### src/ufc_map.svh
`ifndef UFC_MAP_SVH
`define UFC_MAP_SVH
// Register offsets, normal bank
`define UFC_OFF_IER      3'h1
`define UFC_OFF_FCR      3'h2
`define UFC_OFF_LCR      3'h3
`define UFC_OFF_MCR      3'h4
`define UFC_OFF_TCR      3'h6
`define UFC_OFF_TLR      3'h7
`define UFC_OFF_FRDY     3'h7
// Divisor bank
`define UFC_OFF_DLL      3'h0
`define UFC_OFF_DLH      3'h1
// Enhanced bank
`define UFC_OFF_EFR      3'h2
`define UFC_OFF_FLOW_RESUME_CHAR1     3'h4
`define UFC_OFF_FLOW_RESUME_CHAR2     3'h5
`define UFC_OFF_FLOW_PAUSE_CHAR1    3'h6
`define UFC_OFF_FLOW_PAUSE_CHAR2    3'h7
// Bank select codes
`define UFC_LCR_ENH      8'hBF
`define UFC_LCR_DLAB     7
// Field positions
`define UFC_EFR_SWFC     3:0
`define UFC_EFR_EN       4
`define UFC_EFR_SPEC     5
`define UFC_EFR_ARTS     6
`define UFC_EFR_ACTS     7
`define UFC_IER_GATED    8'hF0
`define UFC_FCR_GATED    8'h30
`define UFC_MCR_GATED    8'hE0
`define UFC_MCR_RTS      1
`define UFC_MCR_FRDY_EN  2
`define UFC_MCR_LOOP     4
`define UFC_MCR_TCR_EN   6
`define UFC_FCR_EN       0
`define UFC_FCR_TXSEL    5:4
`define UFC_FCR_RXSEL    7:6
// FIFO-control trigger table
`define UFC_FCR_TRIG0    7'h08
`define UFC_FCR_TRIG1    7'h10
`define UFC_FCR_TRIG2    7'h20
`define UFC_FCR_TRIG3    7'h38
// Reset values
`define UFC_RST_BYTE     8'h00
`define UFC_RST_DIVL     8'h01
// Host side wishbone map
`define UFC_WB_CMD       2'h0
`define UFC_WB_STAT      2'h1
`define UFC_CMD_WR       16
`define UFC_CMD_RD       17
`define UFC_CMD_CS       18
`define UFC_CMD_ADR      10:8
`define UFC_CMD_DAT      7:0
`endif

### src/ufc_pkg.sv
package ufc_pkg;
    typedef enum logic [1:0] {
        UFC_H_IDLE = 2'b00,
        UFC_H_WR   = 2'b01,
        UFC_H_RD   = 2'b10,
        UFC_H_CAP  = 2'b11
    } ufc_host_state_type;
endpackage

### src/ufc_bus_if.sv
`timescale 1ns/1ps
interface ufc_bus_if;
    logic       cs_a_n;
    logic       cs_b_n;
    logic [2:0] addr;
    logic [7:0] wdata;
    logic       wr;
    logic       rd;
    logic [7:0] rdata;
    modport dev  (input cs_a_n, cs_b_n, addr, wdata, wr, rd, output rdata);
    modport host (output cs_a_n, cs_b_n, addr, wdata, wr, rd, input rdata);
endinterface

### src/ufc_device.sv
// Notes on behaviour
// - Enhanced enable gates INTERRUPT_ENABLE[7:4], FIFO_CONTROL[5:4], MODEM_CONTROL[7:5] bits
// - Low enhanced bits pick software flow mode
// - Special detect flags match with second pause
// - Auto RTS halts/resumes at flow thresholds
// - Auto CTS halts transmit while CTS high
// - Divisor is sixteen bits, high and low
// - Host loads divisor before enabling sleep
// - Flow threshold holds halt and resume nibbles
// - Flow threshold written only when access enabled
// - Host keeps halt above resume before enabling
// - Trigger register holds transmit and receive nibbles
// - Trigger register written only when access enabled
// - Zero trigger nibble falls back to FIFO control
// - Ready bits show transmit space per channel
// - Ready bits show receive level or timeout
// - Ready register read at seven when enabled
// - Host loads divisor through divisor bank
// - Host loads flow characters through enhanced bank
// - Enhanced control reachable only in enhanced bank
`timescale 1ns/1ps
`include "ufc_map.svh"
module ufc_device
    import ufc_pkg::*;
#(
    parameter int LEVEL_W = 7
) (
    // Clock and reset
    input  wire logic               clk_i,
    input  wire logic               rst_i,
    // Peripheral bus
    ufc_bus_if.dev                  bus,
    // Channel A FIFO state
    input  wire logic               rx_valid_i,
    input  wire logic [7:0]         rx_data_i,
    input  wire logic [LEVEL_W-1:0] rx_level_i,
    input  wire logic [LEVEL_W-1:0] tx_free_i,
    input  wire logic               rx_timeout_i,
    // Channel B ready state
    input  wire logic               b_tx_ready_i,
    input  wire logic               b_rx_ready_i,
    // Modem pins
    input  wire logic               cts_n_i,
    output logic                    rts_n_o,
    output logic                    tx_halt_o,
    // Configuration out
    output logic [15:0]             divisor_o,
    output logic [3:0]              swfc_mode_o,
    output logic [7:0]              int_enable_o,
    output logic [7:0]              fifo_ctrl_o,
    output logic [7:0]              modem_ctrl_o,
    output logic [LEVEL_W-1:0]      tx_trig_o,
    output logic [LEVEL_W-1:0]      rx_trig_o,
    output logic                    special_char_o
);
    if (LEVEL_W < 7) begin : g_level_chk
        $error("LEVEL_W must cover 64");
    end

    logic [7:0] lcr_ff, ier_ff, fcr_ff, mcr_ff, efr_ff, dll_ff, dlh_ff;
    logic [7:0] tcr_ff, tlr_ff, flow_resume_char1_ff, flow_resume_char2_ff, flow_pause_char1_ff, flow_pause_char2_ff;
    logic [7:0] rdata_ff, nxt_rdata;
    logic       spec_ff, rts_auto_n_ff, rts_n_ff, halt_ff;
    logic [LEVEL_W-1:0] tx_trig_ff, rx_trig_ff;

    // Bank and address decode
    wire        sel_a     = ~bus.cs_a_n;
    wire        sel_any   = ~bus.cs_a_n | ~bus.cs_b_n;
    wire        bank_enh  = lcr_ff == `UFC_LCR_ENH;
    wire        bank_div  = lcr_ff[`UFC_LCR_DLAB] & ~bank_enh;
    wire        bank_norm = ~lcr_ff[`UFC_LCR_DLAB];
    wire        efr_en    = efr_ff[`UFC_EFR_EN];
    wire        ext_en    = efr_en & mcr_ff[`UFC_MCR_TCR_EN];
    wire        frdy_en   = mcr_ff[`UFC_MCR_FRDY_EN] & ~mcr_ff[`UFC_MCR_LOOP];
    wire        wr_a      = bus.wr & sel_a;
    wire        wr_norm   = wr_a & bank_norm;
    wire        wr_ier    = wr_norm & bus.addr == `UFC_OFF_IER;
    wire        wr_fcr    = wr_norm & bus.addr == `UFC_OFF_FCR;
    wire        wr_lcr    = wr_a & bus.addr == `UFC_OFF_LCR;
    wire        wr_mcr    = wr_norm & bus.addr == `UFC_OFF_MCR;
    wire        wr_tcr    = wr_norm & ext_en & bus.addr == `UFC_OFF_TCR;
    wire        wr_tlr    = wr_norm & ext_en & bus.addr == `UFC_OFF_TLR;
    wire        wr_dll    = wr_a & bank_div & bus.addr == `UFC_OFF_DLL;
    wire        wr_dlh    = wr_a & bank_div & bus.addr == `UFC_OFF_DLH;
    wire        wr_efr    = wr_a & bank_enh & bus.addr == `UFC_OFF_EFR;
    wire        wr_flow_resume_char1   = wr_a & bank_enh & bus.addr == `UFC_OFF_FLOW_RESUME_CHAR1;
    wire        wr_flow_resume_char2   = wr_a & bank_enh & bus.addr == `UFC_OFF_FLOW_RESUME_CHAR2;
    wire        wr_flow_pause_char1  = wr_a & bank_enh & bus.addr == `UFC_OFF_FLOW_PAUSE_CHAR1;
    wire        wr_flow_pause_char2  = wr_a & bank_enh & bus.addr == `UFC_OFF_FLOW_PAUSE_CHAR2;
    wire        rd_iir    = bus.rd & sel_a & bank_norm & bus.addr == `UFC_OFF_FCR;

    // Write masks under enhanced enable
    wire [7:0]  ier_keep  = efr_en ? 8'h00 : `UFC_IER_GATED;
    wire [7:0]  fcr_keep  = efr_en ? 8'h00 : `UFC_FCR_GATED;
    wire [7:0]  mcr_keep  = efr_en ? 8'h00 : `UFC_MCR_GATED;
    wire [7:0]  nxt_ier   = (ier_ff & ier_keep) | (bus.wdata & ~ier_keep);
    wire [7:0]  nxt_fcr   = (fcr_ff & fcr_keep) | (bus.wdata & ~fcr_keep);
    wire [7:0]  nxt_mcr   = (mcr_ff & mcr_keep) | (bus.wdata & ~mcr_keep);

    // FIFO-control trigger table lookup
    function automatic logic [LEVEL_W-1:0] fcr_trig(input logic [1:0] s);
        logic [6:0] v;
        v = `UFC_FCR_TRIG0;
        unique case (s)
            2'b00: v = `UFC_FCR_TRIG0;
            2'b01: v = `UFC_FCR_TRIG1;
            2'b10: v = `UFC_FCR_TRIG2;
            2'b11: v = `UFC_FCR_TRIG3;
        endcase
        return LEVEL_W'(v);
    endfunction

    // Trigger selection, nibble times four
    wire [LEVEL_W-1:0] tlr_tx = LEVEL_W'({tlr_ff[3:0], 2'b00});
    wire [LEVEL_W-1:0] tlr_rx = LEVEL_W'({tlr_ff[7:4], 2'b00});
    wire [LEVEL_W-1:0] nxt_tx_trig = (tlr_ff[3:0] != 4'h0) ? tlr_tx
                                   : fcr_trig(fcr_ff[`UFC_FCR_TXSEL]);
    wire [LEVEL_W-1:0] nxt_rx_trig = (tlr_ff[7:4] != 4'h0) ? tlr_rx
                                   : fcr_trig(fcr_ff[`UFC_FCR_RXSEL]);

    // Flow thresholds in bytes
    wire [LEVEL_W-1:0] halt_lvl   = LEVEL_W'({tcr_ff[3:0], 2'b00});
    wire [LEVEL_W-1:0] resume_lvl = LEVEL_W'({tcr_ff[7:4], 2'b00});
    wire        arts       = efr_ff[`UFC_EFR_ARTS];
    wire        at_halt    = rx_level_i >= halt_lvl;
    wire        at_resume  = rx_level_i <= resume_lvl;
    wire        nxt_rts_auto_n = at_halt ? 1'b1 : (at_resume ? 1'b0 : rts_auto_n_ff);
    wire        nxt_rts_n  = arts ? nxt_rts_auto_n : ~mcr_ff[`UFC_MCR_RTS];
    wire        nxt_halt   = efr_ff[`UFC_EFR_ACTS] & cts_n_i;

    // Special character match
    wire        spec_hit   = rx_valid_i & efr_ff[`UFC_EFR_SPEC] & (rx_data_i == flow_pause_char2_ff);
    wire        nxt_spec   = spec_hit | (spec_ff & ~rd_iir);

    // Ready status word
    wire        a_tx_rdy   = tx_free_i >= tx_trig_ff;
    wire        a_rx_rdy   = (rx_level_i > rx_trig_ff) | rx_timeout_i;
    wire [7:0]  frdy       = {2'b00, b_rx_ready_i, a_rx_rdy, 2'b00, b_tx_ready_i, a_tx_rdy};
    wire [7:0]  interrupt_identification        = {{2{fcr_ff[`UFC_FCR_EN]}}, 1'b0, spec_ff, 3'b000, ~spec_ff};

    // Read mux
    always_comb begin
        nxt_rdata = 8'h00;
        if (bus.rd && sel_any && bank_norm && frdy_en && bus.addr == `UFC_OFF_FRDY) begin
            nxt_rdata = frdy;
        end else if (bus.rd && sel_a) begin
            unique case (bus.addr)
                `UFC_OFF_DLL:  nxt_rdata = bank_enh ? 8'h00 : (bank_div ? dll_ff : 8'h00);
                `UFC_OFF_IER:  nxt_rdata = bank_enh ? 8'h00 : (bank_div ? dlh_ff : ier_ff);
                `UFC_OFF_FCR:  nxt_rdata = bank_enh ? efr_ff : (bank_div ? 8'h00 : interrupt_identification);
                `UFC_OFF_LCR:  nxt_rdata = lcr_ff;
                `UFC_OFF_MCR:  nxt_rdata = bank_enh ? flow_resume_char1_ff : mcr_ff;
                `UFC_OFF_FLOW_RESUME_CHAR2: nxt_rdata = bank_enh ? flow_resume_char2_ff : 8'h00;
                `UFC_OFF_TCR:  nxt_rdata = bank_enh ? flow_pause_char1_ff : (ext_en ? tcr_ff : 8'h00);
                `UFC_OFF_TLR:  nxt_rdata = bank_enh ? flow_pause_char2_ff : (ext_en ? tlr_ff : 8'h00);
            endcase
        end
    end

    // Control registers
    always_ff @(posedge clk_i) begin
        if (rst_i) begin
            lcr_ff <= `UFC_RST_BYTE;
            ier_ff <= `UFC_RST_BYTE;
            fcr_ff <= `UFC_RST_BYTE;
            mcr_ff <= `UFC_RST_BYTE;
            efr_ff <= `UFC_RST_BYTE;
            tcr_ff <= `UFC_RST_BYTE;
            tlr_ff <= `UFC_RST_BYTE;
        end else begin
            if (wr_lcr) lcr_ff <= bus.wdata;
            if (wr_ier) ier_ff <= nxt_ier;
            if (wr_fcr) fcr_ff <= nxt_fcr;
            if (wr_mcr) mcr_ff <= nxt_mcr;
            if (wr_efr) efr_ff <= bus.wdata;
            if (wr_tcr) tcr_ff <= bus.wdata;
            if (wr_tlr) tlr_ff <= bus.wdata;
        end
    end

    // Divisor and flow characters
    always_ff @(posedge clk_i) begin
        if (rst_i) begin
            dll_ff   <= `UFC_RST_DIVL;
            dlh_ff   <= `UFC_RST_BYTE;
            flow_resume_char1_ff  <= `UFC_RST_BYTE;
            flow_resume_char2_ff  <= `UFC_RST_BYTE;
            flow_pause_char1_ff <= `UFC_RST_BYTE;
            flow_pause_char2_ff <= `UFC_RST_BYTE;
        end else begin
            if (wr_dll) dll_ff <= bus.wdata;
            if (wr_dlh) dlh_ff <= bus.wdata;
            if (wr_flow_resume_char1) flow_resume_char1_ff <= bus.wdata;
            if (wr_flow_resume_char2) flow_resume_char2_ff <= bus.wdata;
            if (wr_flow_pause_char1) flow_pause_char1_ff <= bus.wdata;
            if (wr_flow_pause_char2) flow_pause_char2_ff <= bus.wdata;
        end
    end

    // Status and pin flops
    always_ff @(posedge clk_i) begin
        if (rst_i) begin
            rdata_ff      <= `UFC_RST_BYTE;
            spec_ff       <= 1'b0;
            rts_auto_n_ff <= 1'b0;
            rts_n_ff      <= 1'b1;
            halt_ff       <= 1'b0;
            tx_trig_ff    <= fcr_trig(2'b00);
            rx_trig_ff    <= fcr_trig(2'b00);
        end else begin
            rdata_ff      <= nxt_rdata;
            spec_ff       <= nxt_spec;
            rts_auto_n_ff <= nxt_rts_auto_n;
            rts_n_ff      <= nxt_rts_n;
            halt_ff       <= nxt_halt;
            tx_trig_ff    <= nxt_tx_trig;
            rx_trig_ff    <= nxt_rx_trig;
        end
    end

    assign bus.rdata      = rdata_ff;
    assign rts_n_o        = rts_n_ff;
    assign tx_halt_o      = halt_ff;
    assign divisor_o      = {dlh_ff, dll_ff};
    assign swfc_mode_o    = efr_ff[`UFC_EFR_SWFC];
    assign int_enable_o   = ier_ff;
    assign fifo_ctrl_o    = fcr_ff;
    assign modem_ctrl_o   = mcr_ff;
    assign tx_trig_o      = tx_trig_ff;
    assign rx_trig_o      = rx_trig_ff;
    assign special_char_o = spec_ff;
endmodule // ufc_device

### src/flat_wrapper.sv
// flat-port wrapper written by rule: the top's interface ports become plain ports
module ufc_device_flat import ufc_pkg::*;
#(
    parameter int LEVEL_W = 7
)
  (clk_i, rst_i, rx_valid_i, rx_data_i, rx_level_i, tx_free_i, rx_timeout_i, b_tx_ready_i, b_rx_ready_i, cts_n_i, rts_n_o, tx_halt_o, divisor_o, swfc_mode_o, int_enable_o, fifo_ctrl_o, modem_ctrl_o, tx_trig_o, rx_trig_o, special_char_o, bus_cs_a_n, bus_cs_b_n, bus_addr, bus_wdata, bus_wr, bus_rd, bus_rdata);
  ufc_bus_if bus_i ();
  input  wire logic clk_i;
  input  wire logic rst_i;
  input  wire logic rx_valid_i;
  input  wire logic [7:0] rx_data_i;
  input  wire logic [LEVEL_W-1:0] rx_level_i;
  input  wire logic [LEVEL_W-1:0] tx_free_i;
  input  wire logic rx_timeout_i;
  input  wire logic b_tx_ready_i;
  input  wire logic b_rx_ready_i;
  input  wire logic cts_n_i;
  output logic rts_n_o;
  output logic tx_halt_o;
  output logic [15:0] divisor_o;
  output logic [3:0] swfc_mode_o;
  output logic [7:0] int_enable_o;
  output logic [7:0] fifo_ctrl_o;
  output logic [7:0] modem_ctrl_o;
  output logic [LEVEL_W-1:0] tx_trig_o;
  output logic [LEVEL_W-1:0] rx_trig_o;
  output logic special_char_o;
  input wire logic [$bits(bus_i.cs_a_n)-1:0] bus_cs_a_n;
  input wire logic [$bits(bus_i.cs_b_n)-1:0] bus_cs_b_n;
  input wire logic [$bits(bus_i.addr)-1:0] bus_addr;
  input wire logic [$bits(bus_i.wdata)-1:0] bus_wdata;
  input wire logic [$bits(bus_i.wr)-1:0] bus_wr;
  input wire logic [$bits(bus_i.rd)-1:0] bus_rd;
  output wire logic [$bits(bus_i.rdata)-1:0] bus_rdata;
  assign bus_i.cs_a_n = bus_cs_a_n;
  assign bus_i.cs_b_n = bus_cs_b_n;
  assign bus_i.addr = bus_addr;
  assign bus_i.wdata = bus_wdata;
  assign bus_i.wr = bus_wr;
  assign bus_i.rd = bus_rd;
  assign bus_rdata = bus_i.rdata;
  ufc_device #(.LEVEL_W(LEVEL_W)) u_core (.clk_i(clk_i), .rst_i(rst_i), .bus(bus_i), .rx_valid_i(rx_valid_i), .rx_data_i(rx_data_i), .rx_level_i(rx_level_i), .tx_free_i(tx_free_i), .rx_timeout_i(rx_timeout_i), .b_tx_ready_i(b_tx_ready_i), .b_rx_ready_i(b_rx_ready_i), .cts_n_i(cts_n_i), .rts_n_o(rts_n_o), .tx_halt_o(tx_halt_o), .divisor_o(divisor_o), .swfc_mode_o(swfc_mode_o), .int_enable_o(int_enable_o), .fifo_ctrl_o(fifo_ctrl_o), .modem_ctrl_o(modem_ctrl_o), .tx_trig_o(tx_trig_o), .rx_trig_o(rx_trig_o), .special_char_o(special_char_o));
endmodule
### config.mk
export PLATFORM = sky130hd
export DESIGN_NAME = ufc_device_flat
export DESIGN_NICKNAME = d
export VERILOG_FILES = /design/src/ufc_pkg.sv /design/src/ufc_bus_if.sv /design/src/ufc_device.sv /design/src/flat_wrapper.sv
export VERILOG_INCLUDE_DIRS = /design/src /design/src/src
export SDC_FILE = /design/constraint.sdc
export NUM_CORES = 1
export LEC_CHECK = 0
export ABC_AREA = 1
export BUFFER_PORTS_ARGS = -buffer_cell sky130_fd_sc_hd__buf_2
export CAP_MARGIN = 20
export CELL_PAD_IN_SITES_DETAIL_PLACEMENT = 0
export CELL_PAD_IN_SITES_GLOBAL_PLACEMENT = 2
export CORE_UTILIZATION = 31
export DETAILED_ROUTE_END_ITERATION = 16
export GPL_ROUTABILITY_DRIVEN = 0
export HOLD_SLACK_MARGIN = 0.03
export PLACE_DENSITY = 0.76
export SYNTH_ARGS = -nofsm -noshare
export SYNTH_HDL_FRONTEND = slang
export SYNTH_SLANG_ARGS = --single-unit
### constraint.sdc
create_clock -name clk_i -period 2 [get_ports clk_i]
set_input_delay 0.4 -clock clk_i [delete_from_list [all_inputs] [get_ports clk_i]]
set_output_delay 0.4 -clock clk_i [all_outputs]
set_load 0.02 [all_outputs]
==> flow_summary.toml <==
[job]
cap_violations = 0

[floorplan]
fp.dieH_um = 145
die_area_mm2 = 0.0210
initial_core_util = 0.321
rows = 51
die_x_um = 145
core_mm2 = 0.0198
io_pins = 113

[placement]
numPortBuffers = 106
pre_cts_ws_ns = 0.0371
dp.cells = 1225
place_area_mm2 = 0.00709
hpwl_mm = 16.4

[final_layout]
final_cell_mix = "136 x nor2_1, 124 x dfxtp_1, 122 x o21ai_0"
multi_input_area_mm2 = 0.00321
regArea_mm2 = 0.00248
n_fill_cell = 2139
final_cell_area_mm2 = 0.00765
synthToLayoutAreaGrowth_pct = 20.7
antenna_cells = 0
final_common_cell = "nor2_1"
finalNonFillerCells = 1256
fin_util = 0.387
fin_nets = 1046
drive_above_1_share = 0.205

[worst_setup_path]
path_class = "reg2reg"
reg2regPathDepth = 10
path_buf_inv = 3
worst_path_max_delay_cell = "dfxtp_1"
r2r-end = "u_core.bus.rdata[6]$_SDFF_PP0_"
end_kind = "flop"
start_kind = "flop"
critPathRequiredTime_ns = 2.37
max_stage_delay_ns = 0.38
arrival_ns = 2.23
cp_top_family = "simple AND/OR/NAND/NOR gates"
worstReg2RegStart = "u_core.lcr_ff[5]$_SDFFE_PP0P_"
path_cells = "nand2_1 -> nor2_8 -> nand2_8 -> inv_1 -> a21oi_1 -> o21ai_1 -> inv_1 -> nand3_1 -> nand2_1 -> inv_1"
r2r_slack_ns = 0.13
cp_max_fo = 39
crit_top_cell = "inv_1"

[detailed_routing]
antenna_left = 0
top_layer_used = "met4"
met1_length_mm = 11.0
dr.first_iter.drc_count = 380
drt_drc_violations_left = 0
firstDrtPassIters = 4
viasPerCell = 4.79
met3_length_mm = 1.42
routed-wl-met2_mm = 9.58
routed_wirelength_mm = 22.5
avgRoutedWirePerCell_um = 17.9
vias = 6021

[timing]
rsz0062_at_grt = "no"
finalMaxSlewViolations = 0
period_minus_slack_ns = 1.87
hold_slack_ns = 0.202
fin_ws_ns = 0.133
timing.final.crit_share = 0.933
finalHoldViolCount = 0
fmax_mhz = 536
tns_ns = 0
fin_worst_skew_ns = 0.00919
setup_viol = 0

[yosys]
ys_ff_latch = 124
postSynthCellCount = 877
synth_warnings = 0
syn_area_per_cell_um2 = 7.23
syn_area_mm2 = 0.00634
synth_seq_area_share = 0.391
ys_types = 43

[hold_path]
holdPathStages = 3
min_path_type = "in2reg"
hold_end = "u_core.tx_halt_o$_SDFF_PP0_"
min_from = "cts_n_i"

[grt]
grt_pass1_wl_mm = 34.1
antenna_found_initial = 0
grt_max_degree = 59
grt_usage = 0.218
grt_pass1_vias = 5664
grt_overflow = 0

[cts]
htreeDepth = 4
postCtsSetupBuffers = 0
clkTransAtPathRegs_ns = 0.06
cts.sinks = 124
insertion_delay_ns = 0.42
cts_buffers = 17
cts_resized = 0
clk_path_buf_depth = 2
cts_tree = "yes"
cts_root_buf = "clkbuf_16"
postCtsHoldBufs = 0

[outcome]
status = "complete, no violations"

[power]
p_leak_nw = 3.36
total_power_mw = 5.87
ir_drop_uv = 524
power.density_mw_per_mm2 = 767
## tightest hold or removal path, stage by stage
cell and delay (ns):
buf_2 0.07, nand2_1 0.04, nor2_1 0.07
## registers in the layout, summed over array words and instances, names as in the netlist, 4 cells and up, named ones only
register and cells:
u_core.bus.rdata 8, u_core.int_enable_o 4, u_core.rx_trig_o 4, u_core.lcr_ff 8, u_core.tlr_ff 8, u_core.flow_pause_char2_ff 8
u_core.modem_ctrl_o 5, u_core.flow_resume_char2_ff 8, u_core.flow_pause_char1_ff 8, u_core.flow_resume_char1_ff 8, u_core.fifo_ctrl_o 6, u_core.dlh_ff 8
u_core.tcr_ff 8, u_core.tx_trig_o 4, u_core.efr_ff 8, u_core.dll_ff 8
## layout make-up
class / count / area share
flip-flops and latches: 124 / 0.324
repair buffers: 125 / 0.0896
inverters: 104 / 0.0513
well taps: 265 / 0.0433
clock buffers: 20 / 0.0597
clock inverters: 12 / 0.0128
multi-input cells: 606 / 0.419
## cell usage after synthesis
cell type,count,area share
nor2_1,137,0.081
dfxtp_1,124,0.39
o21ai_0,122,0.096
nand2_1,106,0.063
inv_1,88,0.052
a21oi_1,87,0.069
nand3_1,37,0.029
ha_1,24,0.047
clkbuf_1,21,0.012
inv_2,15,0.0089
o211ai_1,14,0.017
o21ai_1,14,0.011
buf_4,13,0.015
buf_6,7,0.012
nand4_1,7,0.0069
buf_2,6,0.0047
nand2_4,6,0.011
nor2_4,6,0.011
nand2_2,5,0.0049
nand3b_1,4,0.0047
nor3_1,4,0.0032
xor2_1,4,0.0055
nand3_4,2,0.0055
nor2_8,2,0.0063
nor3_4,2,0.0051
nor4_1,2,0.0020
o21bai_1,2,0.0024
a211o_1,1,0.0014
a221oi_1,1,0.0014
a22oi_1,1,0.0012
a31oi_1,1,0.00099
clkbuf_2,1,0.00079
conb_1,1,0.00059
inv_4,1,0.00099
nand2_8,1,0.0032
nand3_2,1,0.0016
nor2_2,1,0.00099
nor3_2,1,0.0016
nor3b_2,1,0.0020
o21a_1,1,0.0012
o221ai_1,1,0.0014
o31a_1,1,0.0014
o31ai_1,1,0.0012
## worst max-delay path by stage
stage | from | to | slack (ns) | cells past startpoint
after floorplan | bus_addr[0] | u_core.fifo_ctrl_o[6]$_SDFFE_PP0P_ | 0.48 | 7
after global placement | u_core.lcr_ff[5]$_SDFFE_PP0P_ | u_core.bus.rdata[7]$_SDFF_PP0_ | 0.05 | 8
after detailed placement | u_core.lcr_ff[5]$_SDFFE_PP0P_ | u_core.bus.rdata[7]$_SDFF_PP0_ | 0.04 | 8
after CTS | u_core.lcr_ff[5]$_SDFFE_PP0P_ | u_core.bus.rdata[7]$_SDFF_PP0_ | 0.003 | 8
after global routing | u_core.lcr_ff[5]$_SDFFE_PP0P_ | u_core.bus.rdata[6]$_SDFF_PP0_ | 0.006 | 11
final | u_core.lcr_ff[5]$_SDFFE_PP0P_ | u_core.bus.rdata[6]$_SDFF_PP0_ | 0.13 | 10
## cell families after synthesis
logic type	synth area share
other	0.000591
AOI/OAI and AO/OA	0.205
DFF	0.391
adders and majority gates	0.0474
xor gates and xnor gates	0.00552
and+or+nand+nor	0.242
buffers and inverters	0.108
## layer usage
metal / vias to the layer above / GRT usage
met5: - / 0
li1: 3076 / -
met2: 165 / 0.325
met3: 26 / 0.0475
met1: 2754 / 0.308
met4: 0 / 0.0750
## power breakdown
part	switching, mW	leakage, nW	internal (mW)
logic	0.303	2.09	0.127
registers	0.00919	1.00	2.49
clock network	1.19	0.263	1.76
Power figures use the tool's default switching activity.
